--- config.mk ---
export PLATFORM = sky130hd
export DESIGN_NAME = mps_ctrl
export DESIGN_NICKNAME = d
export VERILOG_FILES = /design/src/mps_pkg.sv /design/src/mps_sync.sv /design/src/mps_lamp.sv /design/src/mps_ctrl.sv
export SDC_FILE = /design/constraint.sdc
export NUM_CORES = 1
export LEC_CHECK = 0
export CORE_ASPECT_RATIO = 0.75
export CORE_MARGIN = 3
export CORE_UTILIZATION = 51
export CTS_CLUSTER_DIAMETER = 30
export DETAILED_ROUTE_END_ITERATION = 8
export DONT_BUFFER_PORTS = 1
export GPL_ROUTABILITY_DRIVEN = 0
export GPL_TIMING_DRIVEN = 0
export PLACE_DENSITY = 0.66
export REMOVE_ABC_BUFFERS = 1
export SLEW_MARGIN = 20
export SYNTH_ARGS = -nofsm -noshare
export SYNTH_HDL_FRONTEND = slang
export SYNTH_SLANG_ARGS = --single-unit
--- constraint.sdc ---
create_clock -name pclk -period 4.7 [get_ports pclk]
set_clock_uncertainty 0.2 [all_clocks]
set_input_delay 0.705 -clock pclk [delete_from_list [all_inputs] [get_ports pclk]]
set_output_delay 0.705 -clock pclk [all_outputs]
set_load 0.05 [all_outputs]
--- src/mps_pkg.sv ---
// shared constants and types of the modem power and status controller
package mps_pkg;
   // clock and time figures
   localparam int unsigned CLK_HZ = 250_000_000;
   localparam int unsigned CYC_PER_MS = CLK_HZ / 1000;
   localparam int unsigned SOFT_ON_MS = 3000;
   localparam int unsigned HARD_RESET_MS = 100;
   localparam int unsigned SLOW_PERIOD_MS = 2000;
   localparam int unsigned FAST_PERIOD_MS = 1000;
   localparam int unsigned LAMP_BLIP_MS = 100;
   localparam logic [31:0] SOFT_ON_CYC = 32'(SOFT_ON_MS * CYC_PER_MS);
   localparam logic [31:0] HARD_RESET_CYC = 32'(HARD_RESET_MS * CYC_PER_MS);
   localparam logic [31:0] SLOW_HALF_CYC = 32'(SLOW_PERIOD_MS / 2 * CYC_PER_MS);
   localparam logic [31:0] FAST_HALF_CYC = 32'(FAST_PERIOD_MS / 2 * CYC_PER_MS);
   localparam logic [31:0] LAMP_BLIP_CYC = 32'(LAMP_BLIP_MS * CYC_PER_MS);
   // register byte offsets
   localparam logic [11:0] CTRL_OFS = 12'h000;
   localparam logic [11:0] CONFIG_OFS = 12'h004;
   localparam logic [11:0] STATE_OFS = 12'h008;
   localparam logic [11:0] IRQ_STATUS_OFS = 12'h00c;
   localparam logic [11:0] IRQ_MASK_OFS = 12'h010;
   // command strobe positions
   localparam int CMD_POWER_OFF = 0;
   localparam int CMD_FULL_FUNC = 1;
   localparam int CMD_SOFT_RESET = 2;
   localparam int CMD_ESCAPE = 3;
   localparam int CMD_ONLINE = 4;
   localparam int CMD_HANGUP = 5;
   localparam int CMD_DIAL = 6;
   localparam int CMD_W = 7;
   // config fields
   localparam int CFG_RING_LSB = 0;
   localparam int CFG_DTR_LSB = 4;
   localparam int CFG_DCD_BIT = 8;
   localparam int CFG_BAUD_LSB = 16;
   localparam int CFG_AUTO_BIT = 20;
   localparam logic [31:0] CONFIG_RESET = 32'h0000_0120;
   localparam logic [31:0] CONFIG_MASK = 32'h001f_0137;
   // ring and line settings
   localparam logic [2:0] RING_MAX = 3'h5;
   localparam logic [1:0] DTR_IGNORE = 2'h0;
   localparam logic [1:0] DTR_TO_CMD = 2'h1;
   localparam logic [1:0] DTR_HANGUP = 2'h2;
   // baud index: 0=300 1=600 2=1200 3=2400 4=4800 5=9600 6=19200 7=38400 8=57600 9=115200
   localparam logic [3:0] BAUD_LAST = 4'h9;
   localparam logic [3:0] AUTO_FIRST = 4'h3;
   localparam logic [3:0] AUTO_LAST = 4'h6;
   // state word fields
   localparam int ST_PWR_LSB = 0;
   localparam int ST_REG_BIT = 3;
   localparam int ST_CALL_BIT = 4;
   localparam int ST_DATA_BIT = 5;
   localparam int ST_PIN_BIT = 6;
   localparam int ST_CARD_BIT = 7;
   localparam int ST_DCD_BIT = 8;
   localparam int ST_AUTO_BIT = 9;
   localparam int ST_BAUD_LSB = 12;
   localparam int ST_ERR_LSB = 16;
   // interrupt events
   localparam int IRQ_CARD_IN = 0;
   localparam int IRQ_CARD_OUT = 1;
   localparam int IRQ_RING = 2;
   localparam int IRQ_ANSWER = 3;
   localparam int IRQ_W = 4;
   localparam logic [7:0] CME_CARD_GONE = 8'h0a;
   // power states, gray along off-wake-on-rf_off-restart
   typedef enum logic [2:0] {
      PWR_OFF = 3'b000,
      PWR_WAKE = 3'b001,
      PWR_ON = 3'b011,
      PWR_RF_OFF = 3'b010,
      PWR_RESTART = 3'b110
   } mps_pwr_t;
   // status lamp patterns
   typedef enum logic [1:0] {
      LAMP_DARK = 2'b00,
      LAMP_STEADY = 2'b01,
      LAMP_SLOW = 2'b11,
      LAMP_FAST = 2'b10
   } mps_lamp_t;
endpackage

--- src/mps_sync.sv ---
// two-stage pin synchroniser with edge pulses
`timescale 1ns/100ps
module mps_sync #(
   parameter logic RESET_VAL = 1'b1
) (
   // clock and reset
   input wire logic clk,
   input wire logic rst_n,
   // pin and results
   input wire logic pin,
   output logic level,
   output logic rise,
   output logic fall
);
   logic meta;
   logic prev;

   // meta feeds only level; edges compare level against its delayed copy
   always_ff @(posedge clk or negedge rst_n) begin
      if (!rst_n) begin
         meta <= RESET_VAL;
         level <= RESET_VAL;
         prev <= RESET_VAL;
      end else begin
         meta <= pin;
         level <= meta;
         prev <= level;
      end
   end

   assign rise = level & ~prev;
   assign fall = ~level & prev;
endmodule

--- src/mps_lamp.sv ---
// status lamp pattern generator: dark, steady, slow or fast blink
`timescale 1ns/100ps
module mps_lamp #(
   parameter logic [31:0] SLOW_HALF = mps_pkg::SLOW_HALF_CYC,
   parameter logic [31:0] FAST_HALF = mps_pkg::FAST_HALF_CYC
) (
   // clock and reset
   input wire logic clk,
   input wire logic rst_n,
   // pattern select and lamp
   input wire mps_pkg::mps_lamp_t mode,
   output logic lamp
);
   mps_pkg::mps_lamp_t mode_q;
   logic [31:0] cnt;
   logic [31:0] half;

   assign half = (mode == mps_pkg::LAMP_FAST) ? FAST_HALF : SLOW_HALF;

   // equal high and low halves; a new pattern restarts with lamp high, except dark, which starts low
   always_ff @(posedge clk or negedge rst_n) begin
      if (!rst_n) begin
         mode_q <= mps_pkg::LAMP_DARK;
         cnt <= 32'h0000_0000;
         lamp <= 1'b0;
      end else begin
         mode_q <= mode;
         if (mode != mode_q) begin
            cnt <= 32'h0000_0000;
            lamp <= (mode != mps_pkg::LAMP_DARK);
         end else begin
            unique case (mode)
               mps_pkg::LAMP_DARK: begin
                  lamp <= 1'b0;
               end
               mps_pkg::LAMP_STEADY: begin
                  lamp <= 1'b1;
               end
               mps_pkg::LAMP_SLOW, mps_pkg::LAMP_FAST: begin
                  if (cnt >= half - 32'h0000_0001) begin
                     cnt <= 32'h0000_0000;
                     lamp <= ~lamp;
                  end else begin
                     cnt <= cnt + 32'h0000_0001;
                  end
               end
            endcase
         end
      end
   end
endmodule

--- src/mps_ctrl.sv ---
// modem power, status lamp, card, call and line control with apb registers
//
// Design decisions made here: the APB register port and the register offsets.
`timescale 1ns/100ps
module mps_ctrl #(
   parameter logic [31:0] SOFT_ON_CYC = mps_pkg::SOFT_ON_CYC,
   parameter logic [31:0] HARD_RESET_CYC = mps_pkg::HARD_RESET_CYC,
   parameter logic [31:0] SLOW_HALF_CYC = mps_pkg::SLOW_HALF_CYC,
   parameter logic [31:0] FAST_HALF_CYC = mps_pkg::FAST_HALF_CYC,
   parameter logic [31:0] LAMP_BLIP_CYC = mps_pkg::LAMP_BLIP_CYC
) (
   // clock and reset
   input wire logic pclk,
   input wire logic presetn,
   // apb slave
   input wire logic [11:0] paddr,
   input wire logic psel,
   input wire logic penable,
   input wire logic pwrite,
   input wire logic [31:0] pwdata,
   input wire logic [3:0] pstrb,
   output logic [31:0] prdata,
   output logic pready,
   output logic pslverr,
   // control pins from the host
   input wire logic reg_enable_in,
   input wire logic hard_reset_n,
   input wire logic soft_on_in,
   input wire logic card_present_in,
   input wire logic dtr_in,
   input wire logic remote_carrier_in,
   input wire logic ring_in,
   input wire logic net_found_in,
   // status and line outputs
   output logic regulator_on,
   output logic radio_on,
   output logic status_lamp,
   output logic dcd_out,
   output logic off_hook,
   output logic data_mode,
   output logic pin_entry_ok,
   output logic error_report,
   output logic [7:0] error_code,
   output logic [3:0] baud_sel,
   output logic autobaud_on,
   output logic irq
);
   mps_pkg::mps_pwr_t pwr, next_pwr;
   mps_pkg::mps_lamp_t lamp_mode;
   logic en_lvl, hrst_lvl, soft_lvl, card_lvl, dcd_lvl;
   logic card_rise, card_fall, dtr_fall, ring_rise, net_rise;
   logic [31:0] tmr, rst_cnt, config_q, wmask, state_word, cfg_new;
   logic [mps_pkg::IRQ_W-1:0] irq_status, irq_mask, irq_event;
   logic [mps_pkg::CMD_W-1:0] cmd;
   logic [2:0] ring_cnt, ring_n;
   logic wr_en, rd_setup, addr_ok, hreset_hit, registered;
   logic online, powered, auto_answer, call_start, call_drop;
   logic [1:0] dtr_mode;

   // every pin passes two flops; enable, hard reset, card and dtr reset high, the others low
   mps_sync #(.RESET_VAL(1'b1)) u_en (.clk(pclk), .rst_n(presetn), .pin(reg_enable_in),
      .level(en_lvl), .rise(), .fall());
   mps_sync #(.RESET_VAL(1'b1)) u_hrst (.clk(pclk), .rst_n(presetn), .pin(hard_reset_n),
      .level(hrst_lvl), .rise(), .fall());
   mps_sync #(.RESET_VAL(1'b0)) u_soft (.clk(pclk), .rst_n(presetn), .pin(soft_on_in),
      .level(soft_lvl), .rise(), .fall());
   mps_sync #(.RESET_VAL(1'b1)) u_card (.clk(pclk), .rst_n(presetn), .pin(card_present_in),
      .level(card_lvl), .rise(card_rise), .fall(card_fall));
   mps_sync #(.RESET_VAL(1'b1)) u_dtr (.clk(pclk), .rst_n(presetn), .pin(dtr_in),
      .level(), .rise(), .fall(dtr_fall));
   mps_sync #(.RESET_VAL(1'b0)) u_dcd (.clk(pclk), .rst_n(presetn), .pin(remote_carrier_in),
      .level(dcd_lvl), .rise(), .fall());
   mps_sync #(.RESET_VAL(1'b0)) u_ring (.clk(pclk), .rst_n(presetn), .pin(ring_in),
      .level(), .rise(ring_rise), .fall());
   mps_sync #(.RESET_VAL(1'b0)) u_net (.clk(pclk), .rst_n(presetn), .pin(net_found_in),
      .level(), .rise(net_rise), .fall());

   // apb decode; write lands at the access edge with pready high
   assign wr_en = psel & penable & pready & pwrite;
   assign rd_setup = psel & ~penable;
   assign addr_ok = (paddr == mps_pkg::CTRL_OFS) || (paddr == mps_pkg::CONFIG_OFS) ||
      (paddr == mps_pkg::STATE_OFS) || (paddr == mps_pkg::IRQ_STATUS_OFS) ||
      (paddr == mps_pkg::IRQ_MASK_OFS);
   assign wmask = {{8{pstrb[3]}}, {8{pstrb[2]}}, {8{pstrb[1]}}, {8{pstrb[0]}}};
   assign cmd = (wr_en && paddr == mps_pkg::CTRL_OFS && pstrb[0]) ?
      pwdata[mps_pkg::CMD_W-1:0] : '0;
   assign online = (pwr == mps_pkg::PWR_ON);
   assign powered = online || (pwr == mps_pkg::PWR_RF_OFF);
   assign ring_n = config_q[mps_pkg::CFG_RING_LSB +: 3];
   assign dtr_mode = config_q[mps_pkg::CFG_DTR_LSB +: 2];
   assign hreset_hit = ~hrst_lvl && (rst_cnt == HARD_RESET_CYC - 32'h0000_0001);

   // answer on the n-th ring; zero or above five never answers
   assign auto_answer = ring_rise && !off_hook && ring_n != 3'h0 && ring_n <= mps_pkg::RING_MAX
      && (ring_cnt + 3'h1) == ring_n;
   assign call_start = cmd[mps_pkg::CMD_DIAL] | auto_answer;
   assign call_drop = cmd[mps_pkg::CMD_HANGUP] |
      (dtr_fall && dtr_mode == mps_pkg::DTR_HANGUP);
   assign cfg_new = (config_q & ~wmask) | (pwdata & wmask & mps_pkg::CONFIG_MASK);

   // read image of live state
   always_comb begin
      state_word = 32'h0000_0000;
      state_word[mps_pkg::ST_PWR_LSB +: 3] = pwr;
      state_word[mps_pkg::ST_REG_BIT] = registered;
      state_word[mps_pkg::ST_CALL_BIT] = off_hook;
      state_word[mps_pkg::ST_DATA_BIT] = data_mode;
      state_word[mps_pkg::ST_PIN_BIT] = pin_entry_ok;
      state_word[mps_pkg::ST_CARD_BIT] = ~card_lvl;
      state_word[mps_pkg::ST_DCD_BIT] = dcd_out;
      state_word[mps_pkg::ST_AUTO_BIT] = autobaud_on;
      state_word[mps_pkg::ST_BAUD_LSB +: 4] = baud_sel;
      state_word[mps_pkg::ST_ERR_LSB +: 8] = error_code;
   end

   // read data and ready prepared in setup, so access ends in one cycle
   always_ff @(posedge pclk or negedge presetn) begin
      if (!presetn) begin
         prdata <= 32'h0000_0000;
         pready <= 1'b0;
         pslverr <= 1'b0;
      end else begin
         pready <= rd_setup;
         pslverr <= rd_setup & ~addr_ok;
         if (rd_setup) begin
            unique case (paddr)
               mps_pkg::CONFIG_OFS: prdata <= config_q;
               mps_pkg::STATE_OFS: prdata <= state_word;
               mps_pkg::IRQ_STATUS_OFS: prdata <= {28'h0000000, irq_status};
               mps_pkg::IRQ_MASK_OFS: prdata <= {28'h0000000, irq_mask};
               default: prdata <= 32'h0000_0000;
            endcase
         end
      end
   end

   // configuration; illegal baud index keeps the previous one
   always_ff @(posedge pclk or negedge presetn) begin
      if (!presetn) begin
         config_q <= mps_pkg::CONFIG_RESET;
      end else if (wr_en && paddr == mps_pkg::CONFIG_OFS) begin
         if (cfg_new[mps_pkg::CFG_BAUD_LSB +: 4] <= mps_pkg::BAUD_LAST) begin
            config_q <= cfg_new;
         end else begin
            config_q <= {cfg_new[31:20], config_q[19:16], cfg_new[15:0]};
         end
      end
   end

   // baud select follows config; autobaud only inside 2400..19200
   always_ff @(posedge pclk or negedge presetn) begin
      if (!presetn) begin
         baud_sel <= 4'h0;
         autobaud_on <= 1'b0;
      end else begin
         baud_sel <= config_q[mps_pkg::CFG_BAUD_LSB +: 4];
         autobaud_on <= config_q[mps_pkg::CFG_AUTO_BIT] &&
            config_q[mps_pkg::CFG_BAUD_LSB +: 4] >= mps_pkg::AUTO_FIRST &&
            config_q[mps_pkg::CFG_BAUD_LSB +: 4] <= mps_pkg::AUTO_LAST;
      end
   end

   // hard reset must stay low the full time; shorter dips are ignored
   always_ff @(posedge pclk or negedge presetn) begin
      if (!presetn) begin
         rst_cnt <= 32'h0000_0000;
      end else if (hrst_lvl) begin
         rst_cnt <= 32'h0000_0000;
      end else if (!hreset_hit) begin
         rst_cnt <= rst_cnt + 32'h0000_0001;
      end
   end

   // power sequence
   always_comb begin
      next_pwr = pwr;
      unique case (pwr)
         mps_pkg::PWR_OFF: if (soft_lvl) next_pwr = mps_pkg::PWR_WAKE;
         mps_pkg::PWR_WAKE: begin
            if (!soft_lvl) next_pwr = mps_pkg::PWR_OFF;
            else if (tmr == SOFT_ON_CYC - 32'h0000_0001) next_pwr = mps_pkg::PWR_ON;
         end
         mps_pkg::PWR_ON: begin
            if (cmd[mps_pkg::CMD_POWER_OFF]) begin
               next_pwr = soft_lvl ? mps_pkg::PWR_RF_OFF : mps_pkg::PWR_OFF;
            end else if (cmd[mps_pkg::CMD_SOFT_RESET]) begin
               next_pwr = mps_pkg::PWR_RESTART;
            end
         end
         mps_pkg::PWR_RF_OFF: begin
            if (cmd[mps_pkg::CMD_POWER_OFF] && !soft_lvl) next_pwr = mps_pkg::PWR_OFF;
            else if (cmd[mps_pkg::CMD_SOFT_RESET]) next_pwr = mps_pkg::PWR_RESTART;
            else if (cmd[mps_pkg::CMD_FULL_FUNC]) next_pwr = mps_pkg::PWR_ON;
         end
         mps_pkg::PWR_RESTART: begin
            if (tmr == LAMP_BLIP_CYC - 32'h0000_0001) next_pwr = mps_pkg::PWR_ON;
         end
         default: next_pwr = mps_pkg::PWR_OFF;
      endcase
      if (!en_lvl || hreset_hit) next_pwr = mps_pkg::PWR_OFF;
   end

   // state and its dwell timer, restarted on every change
   always_ff @(posedge pclk or negedge presetn) begin
      if (!presetn) begin
         pwr <= mps_pkg::PWR_OFF;
         tmr <= 32'h0000_0000;
      end else begin
         pwr <= next_pwr;
         tmr <= (next_pwr != pwr) ? 32'h0000_0000 : tmr + 32'h0000_0001;
      end
   end

   // supply and radio enables
   always_ff @(posedge pclk or negedge presetn) begin
      if (!presetn) begin
         regulator_on <= 1'b0;
         radio_on <= 1'b0;
      end else begin
         regulator_on <= en_lvl;
         radio_on <= (next_pwr == mps_pkg::PWR_ON);
      end
   end

   // registration needs radio and card; removal or restart drops it
   always_ff @(posedge pclk or negedge presetn) begin
      if (!presetn) begin
         registered <= 1'b0;
      end else if (!online || card_rise) begin
         registered <= 1'b0;
      end else if (net_rise && !card_lvl) begin
         registered <= 1'b1;
      end
   end

   // card exchange: low means a card sits in the holder
   always_ff @(posedge pclk or negedge presetn) begin
      if (!presetn) begin
         pin_entry_ok <= 1'b0;
         error_report <= 1'b0;
         error_code <= 8'h00;
      end else begin
         error_report <= powered & card_rise;
         if (powered && card_rise) error_code <= mps_pkg::CME_CARD_GONE;
         if (!powered || card_rise) pin_entry_ok <= 1'b0;
         else if (card_fall) pin_entry_ok <= 1'b1;
      end
   end

   // ring counter, cleared while a call stands
   always_ff @(posedge pclk or negedge presetn) begin
      if (!presetn) begin
         ring_cnt <= 3'h0;
      end else if (!online || off_hook) begin
         ring_cnt <= 3'h0;
      end else if (ring_rise && ring_cnt != 3'h7) begin
         ring_cnt <= ring_cnt + 3'h1;
      end
   end

   // call and data mode; a new call enters data mode at once
   always_ff @(posedge pclk or negedge presetn) begin
      if (!presetn) begin
         off_hook <= 1'b0;
         data_mode <= 1'b0;
      end else if (!online) begin
         off_hook <= 1'b0;
         data_mode <= 1'b0;
      end else if (call_start) begin
         off_hook <= 1'b1;
         data_mode <= 1'b1;
      end else if (call_drop) begin
         off_hook <= 1'b0;
         data_mode <= 1'b0;
      end else if (cmd[mps_pkg::CMD_ESCAPE] ||
         (dtr_fall && dtr_mode == mps_pkg::DTR_TO_CMD)) begin
         data_mode <= 1'b0;
      end else if (cmd[mps_pkg::CMD_ONLINE] && off_hook) begin
         data_mode <= 1'b1;
      end
   end

   // carrier detect forced on, or following the far carrier
   always_ff @(posedge pclk or negedge presetn) begin
      if (!presetn) begin
         dcd_out <= 1'b1;
      end else begin
         dcd_out <= config_q[mps_pkg::CFG_DCD_BIT] ? dcd_lvl : 1'b1;
      end
   end

   // lamp pattern from power, registration and call
   always_comb begin
      if (!powered) lamp_mode = mps_pkg::LAMP_DARK;
      else if (!online || !registered) lamp_mode = mps_pkg::LAMP_STEADY;
      else if (off_hook) lamp_mode = mps_pkg::LAMP_FAST;
      else lamp_mode = mps_pkg::LAMP_SLOW;
   end

   mps_lamp #(.SLOW_HALF(SLOW_HALF_CYC), .FAST_HALF(FAST_HALF_CYC)) u_lamp (
      .clk(pclk), .rst_n(presetn), .mode(lamp_mode), .lamp(status_lamp));

   // sticky events, set beats a simultaneous write-one clear
   assign irq_event = {auto_answer, ring_rise & online, card_rise & powered, card_fall & powered};
   always_ff @(posedge pclk or negedge presetn) begin
      if (!presetn) begin
         irq_status <= '0;
         irq_mask <= '0;
         irq <= 1'b0;
      end else begin
         if (wr_en && paddr == mps_pkg::IRQ_STATUS_OFS && pstrb[0]) begin
            irq_status <= (irq_status & ~pwdata[mps_pkg::IRQ_W-1:0]) | irq_event;
         end else begin
            irq_status <= irq_status | irq_event;
         end
         if (wr_en && paddr == mps_pkg::IRQ_MASK_OFS && pstrb[0]) begin
            irq_mask <= pwdata[mps_pkg::IRQ_W-1:0];
         end
         irq <= |(irq_status & irq_mask);
      end
   end
endmodule

==> metrics.csv <==
stage,metric,value,unit
sta,final cycle utilization of the critical path,0.936,
clocking,Post-CTS Setup Inserts,0,
detailed_routing,DRC viols,0,
synth,simple-gate share of the synthesized area,0.217,
synth,Mapped Area,10100,um^2
clocking,Clock Path Buffers,3,
synth,Avg Synthesized Cell Area,10.1,um^2
setup_path,WP buf/inv,2,
placement,dpl cells,1215,
power_and_ir_drop,Pint,3.75,mW
clocking,H-tree levels,2,
detailed_routing,vias per inst,5.95,
clocking,Hold Buf Count CTS,8,
cells_and_area,Non-Filler Instances,1290,
power_and_ir_drop,Final Total Pwr,4.80,mW
cells_and_area,area of the multi-input gates,4510,um^2
power_and_ir_drop,Comb power frac,0.015,
cells_and_area,register area,5370,um^2
setup_path,Max Fanout on Critical Path,21,
power_and_ir_drop,Pleak,5.11,nW
sta,min cycle time layout,4400,ps
sta,Slew headroom,0.324,
cells_and_area,Area Growth Syn to Fin,16.1,%
die,Core Area,19400,um^2
grt,first-pass GRT wire length,38.8,mm
job,Max-Cap Viols,0,
setup_path,Worst setup EP type,flip-flop,
power_and_ir_drop,sw frac,0.219,
synth,Synth Area in XOR/XNOR,0.0501,
cells_and_area,Fill cells,1575,
grt,largest net degree at the start of global routing,215,
cells_and_area,"commonest non-fill, non-tap cell in the layout",dfrtp_1,
setup_path,worst path arrival time,4650,ps
cells_and_area,cell area after layout,11800,um^2
sta,fmax,227,MHz
clocking,clk slew on worst S/H paths,50,ps
sta,final hold slack,-308,ps
clocking,clk_lat worst skew,520,ps
setup_path,FF-to-FF End,u_lamp.cnt[27]$_DFFE_PN0P_,
placement,"worst slack, placed",148,ps
die,die height,128,um
setup_path,Worst EP required,4950,ps
power_and_ir_drop,peak supply drop,0.375,mV
grt,global route overflow,0,
setup_path,critical setup path kind,reg -> reg,
clocking,Clock Sink Count,214,
synth,number of flops mapped to enable cells by yosys,0,
die,I/O pin count,117,
outcome,status,"finished, violations left",
die,row count,44,
synth,sequential fraction of the synthesis area,0.530,
clocking,cts bufs inserted,37,
placement,Post-DP Area,10300,um^2
cells_and_area,ratio of cells with drive above 1 in the final layout,0.107,
synth,Main synth FF type,dfrtp_1,
synth,YS warnings,0,
synth,cells after synthesis,1003,
cells_and_area,most frequent cells in the layout,"dfrtp_1, nand2_1, nor2_1",
sta,RSZ-0062 raised after global routing,false,
detailed_routing,vias,7678,
grt,total track usage,0.216,
detailed_routing,DRT Pass-1 Iters,8,
setup_path,startpoint types,flip-flop,
synth,ys async rst share,1.00,
cells_and_area,Total Nets Final,1088,
sta,Setup Viol. Count Final,0,
setup_path,r2r worst-path depth,11,
power_and_ir_drop,clock power share,0.590,
clocking,clock root cell,clkbuf_16,
sta,Hold Fails Final Rpt,205,
synth,Synth Register Bits,214,
setup_path,Top Family by Delay on Critical Path,compound AO/OA/AOI/OAI gates,
placement,I/O Buffers,0,
detailed_routing,Detailed Route WL,23.4,mm
setup_path,Crit-path slowest cell,o32ai_4,
placement,HPWL Detailed,15.3,mm
detailed_routing,DR iter-0 viols,671,
setup_path,Crit Reg-Reg Startpoint,pwr[2]$_DFF_PN0_,
power_and_ir_drop,power share of the sequential group,0.395,
die,Starting Density,0.522,
outcome,failing checks,negative hold slack,
setup_path,reg2reg setup slack,300,ps
synth,main combinational cell family by area after synthesis,simple AND/OR/NAND/NOR gates,
sta,final slew viol count,0,
synth,complex-gate fraction of the synthesized area,0.130,
die,Die ar.,21600,um^2
power_and_ir_drop,Net Sw Power,1.05,mW
sta,PnR worst setup slack,301,ps
die,die width,169,um
power_and_ir_drop,Power per Cell Area,408,nW/um^2
synth,Synth Area in Adders,0.0222,
setup_path,critical path's largest stage delay,660,ps
detailed_routing,post-route ant nets,0,
cells_and_area,ant diodes,0,
setup_path,CP Cell Sequence,and4b_1 -> nand2_1 -> inv_1 -> ha_1 -> a311o_1 -> a21oi_1 -> a211oi_1 -> o32ai_4 -> buf_8 -> or4b_1 -> nand3_1,
sta,worst slew pin tran,1010,ps
detailed_routing,Avg WL per Cell,18.1,um
synth,Yosys cell types,71,
grt,antenna violations before repair,0,
min_path,worst min path class,in -> async,
clocking,CTS tree,done,
grt,vias in the first global route,7413,
synth,multiplexer share of the synthesized area,0.0183,
==> per-layer routing <==
metal,wire length [um],global-route usage,vias up,share of wire
met4,309,0.0563,0,0.013
met3,992,0.0407,30,0.042
met2,9960,0.307,155,0.43
met1,12100,0.339,3831,0.52
li1,-,-,3662,-
met5,0,0,-,0
==> how the worst max path moves through the flow <==
stage | from | endpoint | slack (ps) | cells after the start
3_5_place_dp | off_hook$_DFFE_PN0P_ | u_lamp.cnt[23]$_DFFE_PN0P_ | 150 | 9
6_report | pwr[2]$_DFF_PN0_ | u_lamp.cnt[27]$_DFFE_PN0P_ | 300 | 11
2_1_floorplan | off_hook$_DFFE_PN0P_ | u_lamp.cnt[27]$_DFFE_PN0P_ | 460 | 9
5_1_grt | pwr[2]$_DFF_PN0_ | u_lamp.cnt[27]$_DFFE_PN0P_ | 60 | 11
4_1_cts | off_hook$_DFFE_PN0P_ | u_lamp.cnt[23]$_DFFE_PN0P_ | 110 | 9
3_3_place_gp | off_hook$_DFFE_PN0P_ | u_lamp.cnt[22]$_DFFE_PN0P_ | -600 | 9
==> per-stage QoR <==
stage	utilization	setup TNS (ps)	hold slack, ps
finish	0.606	0	-308
global route	0.606	0	-324
CTS	0.605	0	-322
detailed placement	0.532	0	136
global placement	0.526	-8980	136
floorplan	-	0	131
==> layout make-up <==
| type | count | area share |
|---|---|---|
| clock buffer | 41 | 0.0825 |
| clock inverter | 26 | 0.0318 |
| inverter | 21 | 0.00670 |
| multi-input combinational | 722 | 0.383 |
| sequential | 214 | 0.456 |
| tap | 253 | 0.0269 |
| timing repair buffer | 13 | 0.0124 |
==> flip-flops by register name (all words and copies together), names as in the netlist, 2 cells and up, named ones only <==
| signal | cells |
|---|---|
| prdata | 32 |
| irq_mask | 4 |
| u_lamp.mode_q | 2 |
| irq_status | 4 |
| tmr | 32 |
| pwr | 3 |
| ring_cnt | 3 |
| rst_cnt | 32 |
| baud_sel | 4 |
| config_q | 25 |
| u_lamp.cnt | 32 |
==> synthesized netlist by cell type, types with 26 or more instances <==
library cell / count / area (um^2)
dfrtp_1: 201 / 5030
nand2_1: 114 / 428
nor2_1: 68 / 255
nand3_1: 62 / 310
a31oi_1: 47 / 294
a21oi_1: 34 / 170
and2_1: 31 / 194
xnor2_1: 31 / 272
o21ai_0: 30 / 150
clkbuf_1: 28 / 105
nand4_1: 27 / 169
xor2_1: 27 / 236
nor3_1: 26 / 130
==> cells by family (layout without fill, tap and decap cells) <==
| group | count (synthesis) | in the layout |
|---|---|---|
| compound gates | 194 | 194 |
| xor+xnor | 58 | 58 |
| fa+ha+maj | 18 | 18 |
| buf+inv | 72 | 101 |
| flops | 214 | 214 |
| mux | 17 | 17 |
| other cells | 1 | 6 |
| simple gates | 429 | 429 |
==> power by group through the flow <==
stage	Clock (mW)	Combinational (mW)	Sequential (mW)
2_1_floorplan	0	0.0475	1.92
3_3_place_gp	0	0.0573	1.92
3_5_place_dp	0	0.0636	1.92
4_1_cts	2.88	0.0691	1.89
5_1_grt	2.96	0.0765	1.90
6_report	2.83	0.0700	1.89
==> timing repair <==
| item | 4_1_cts | 5_1_grt |
|---|---|---|
| gates resized for setup | 0 | 1 |
| setup endpoints to repair | 0 | 2 |
| hold endpoints to repair | 222 | 214 |
(Power assumes the default switching activity.)
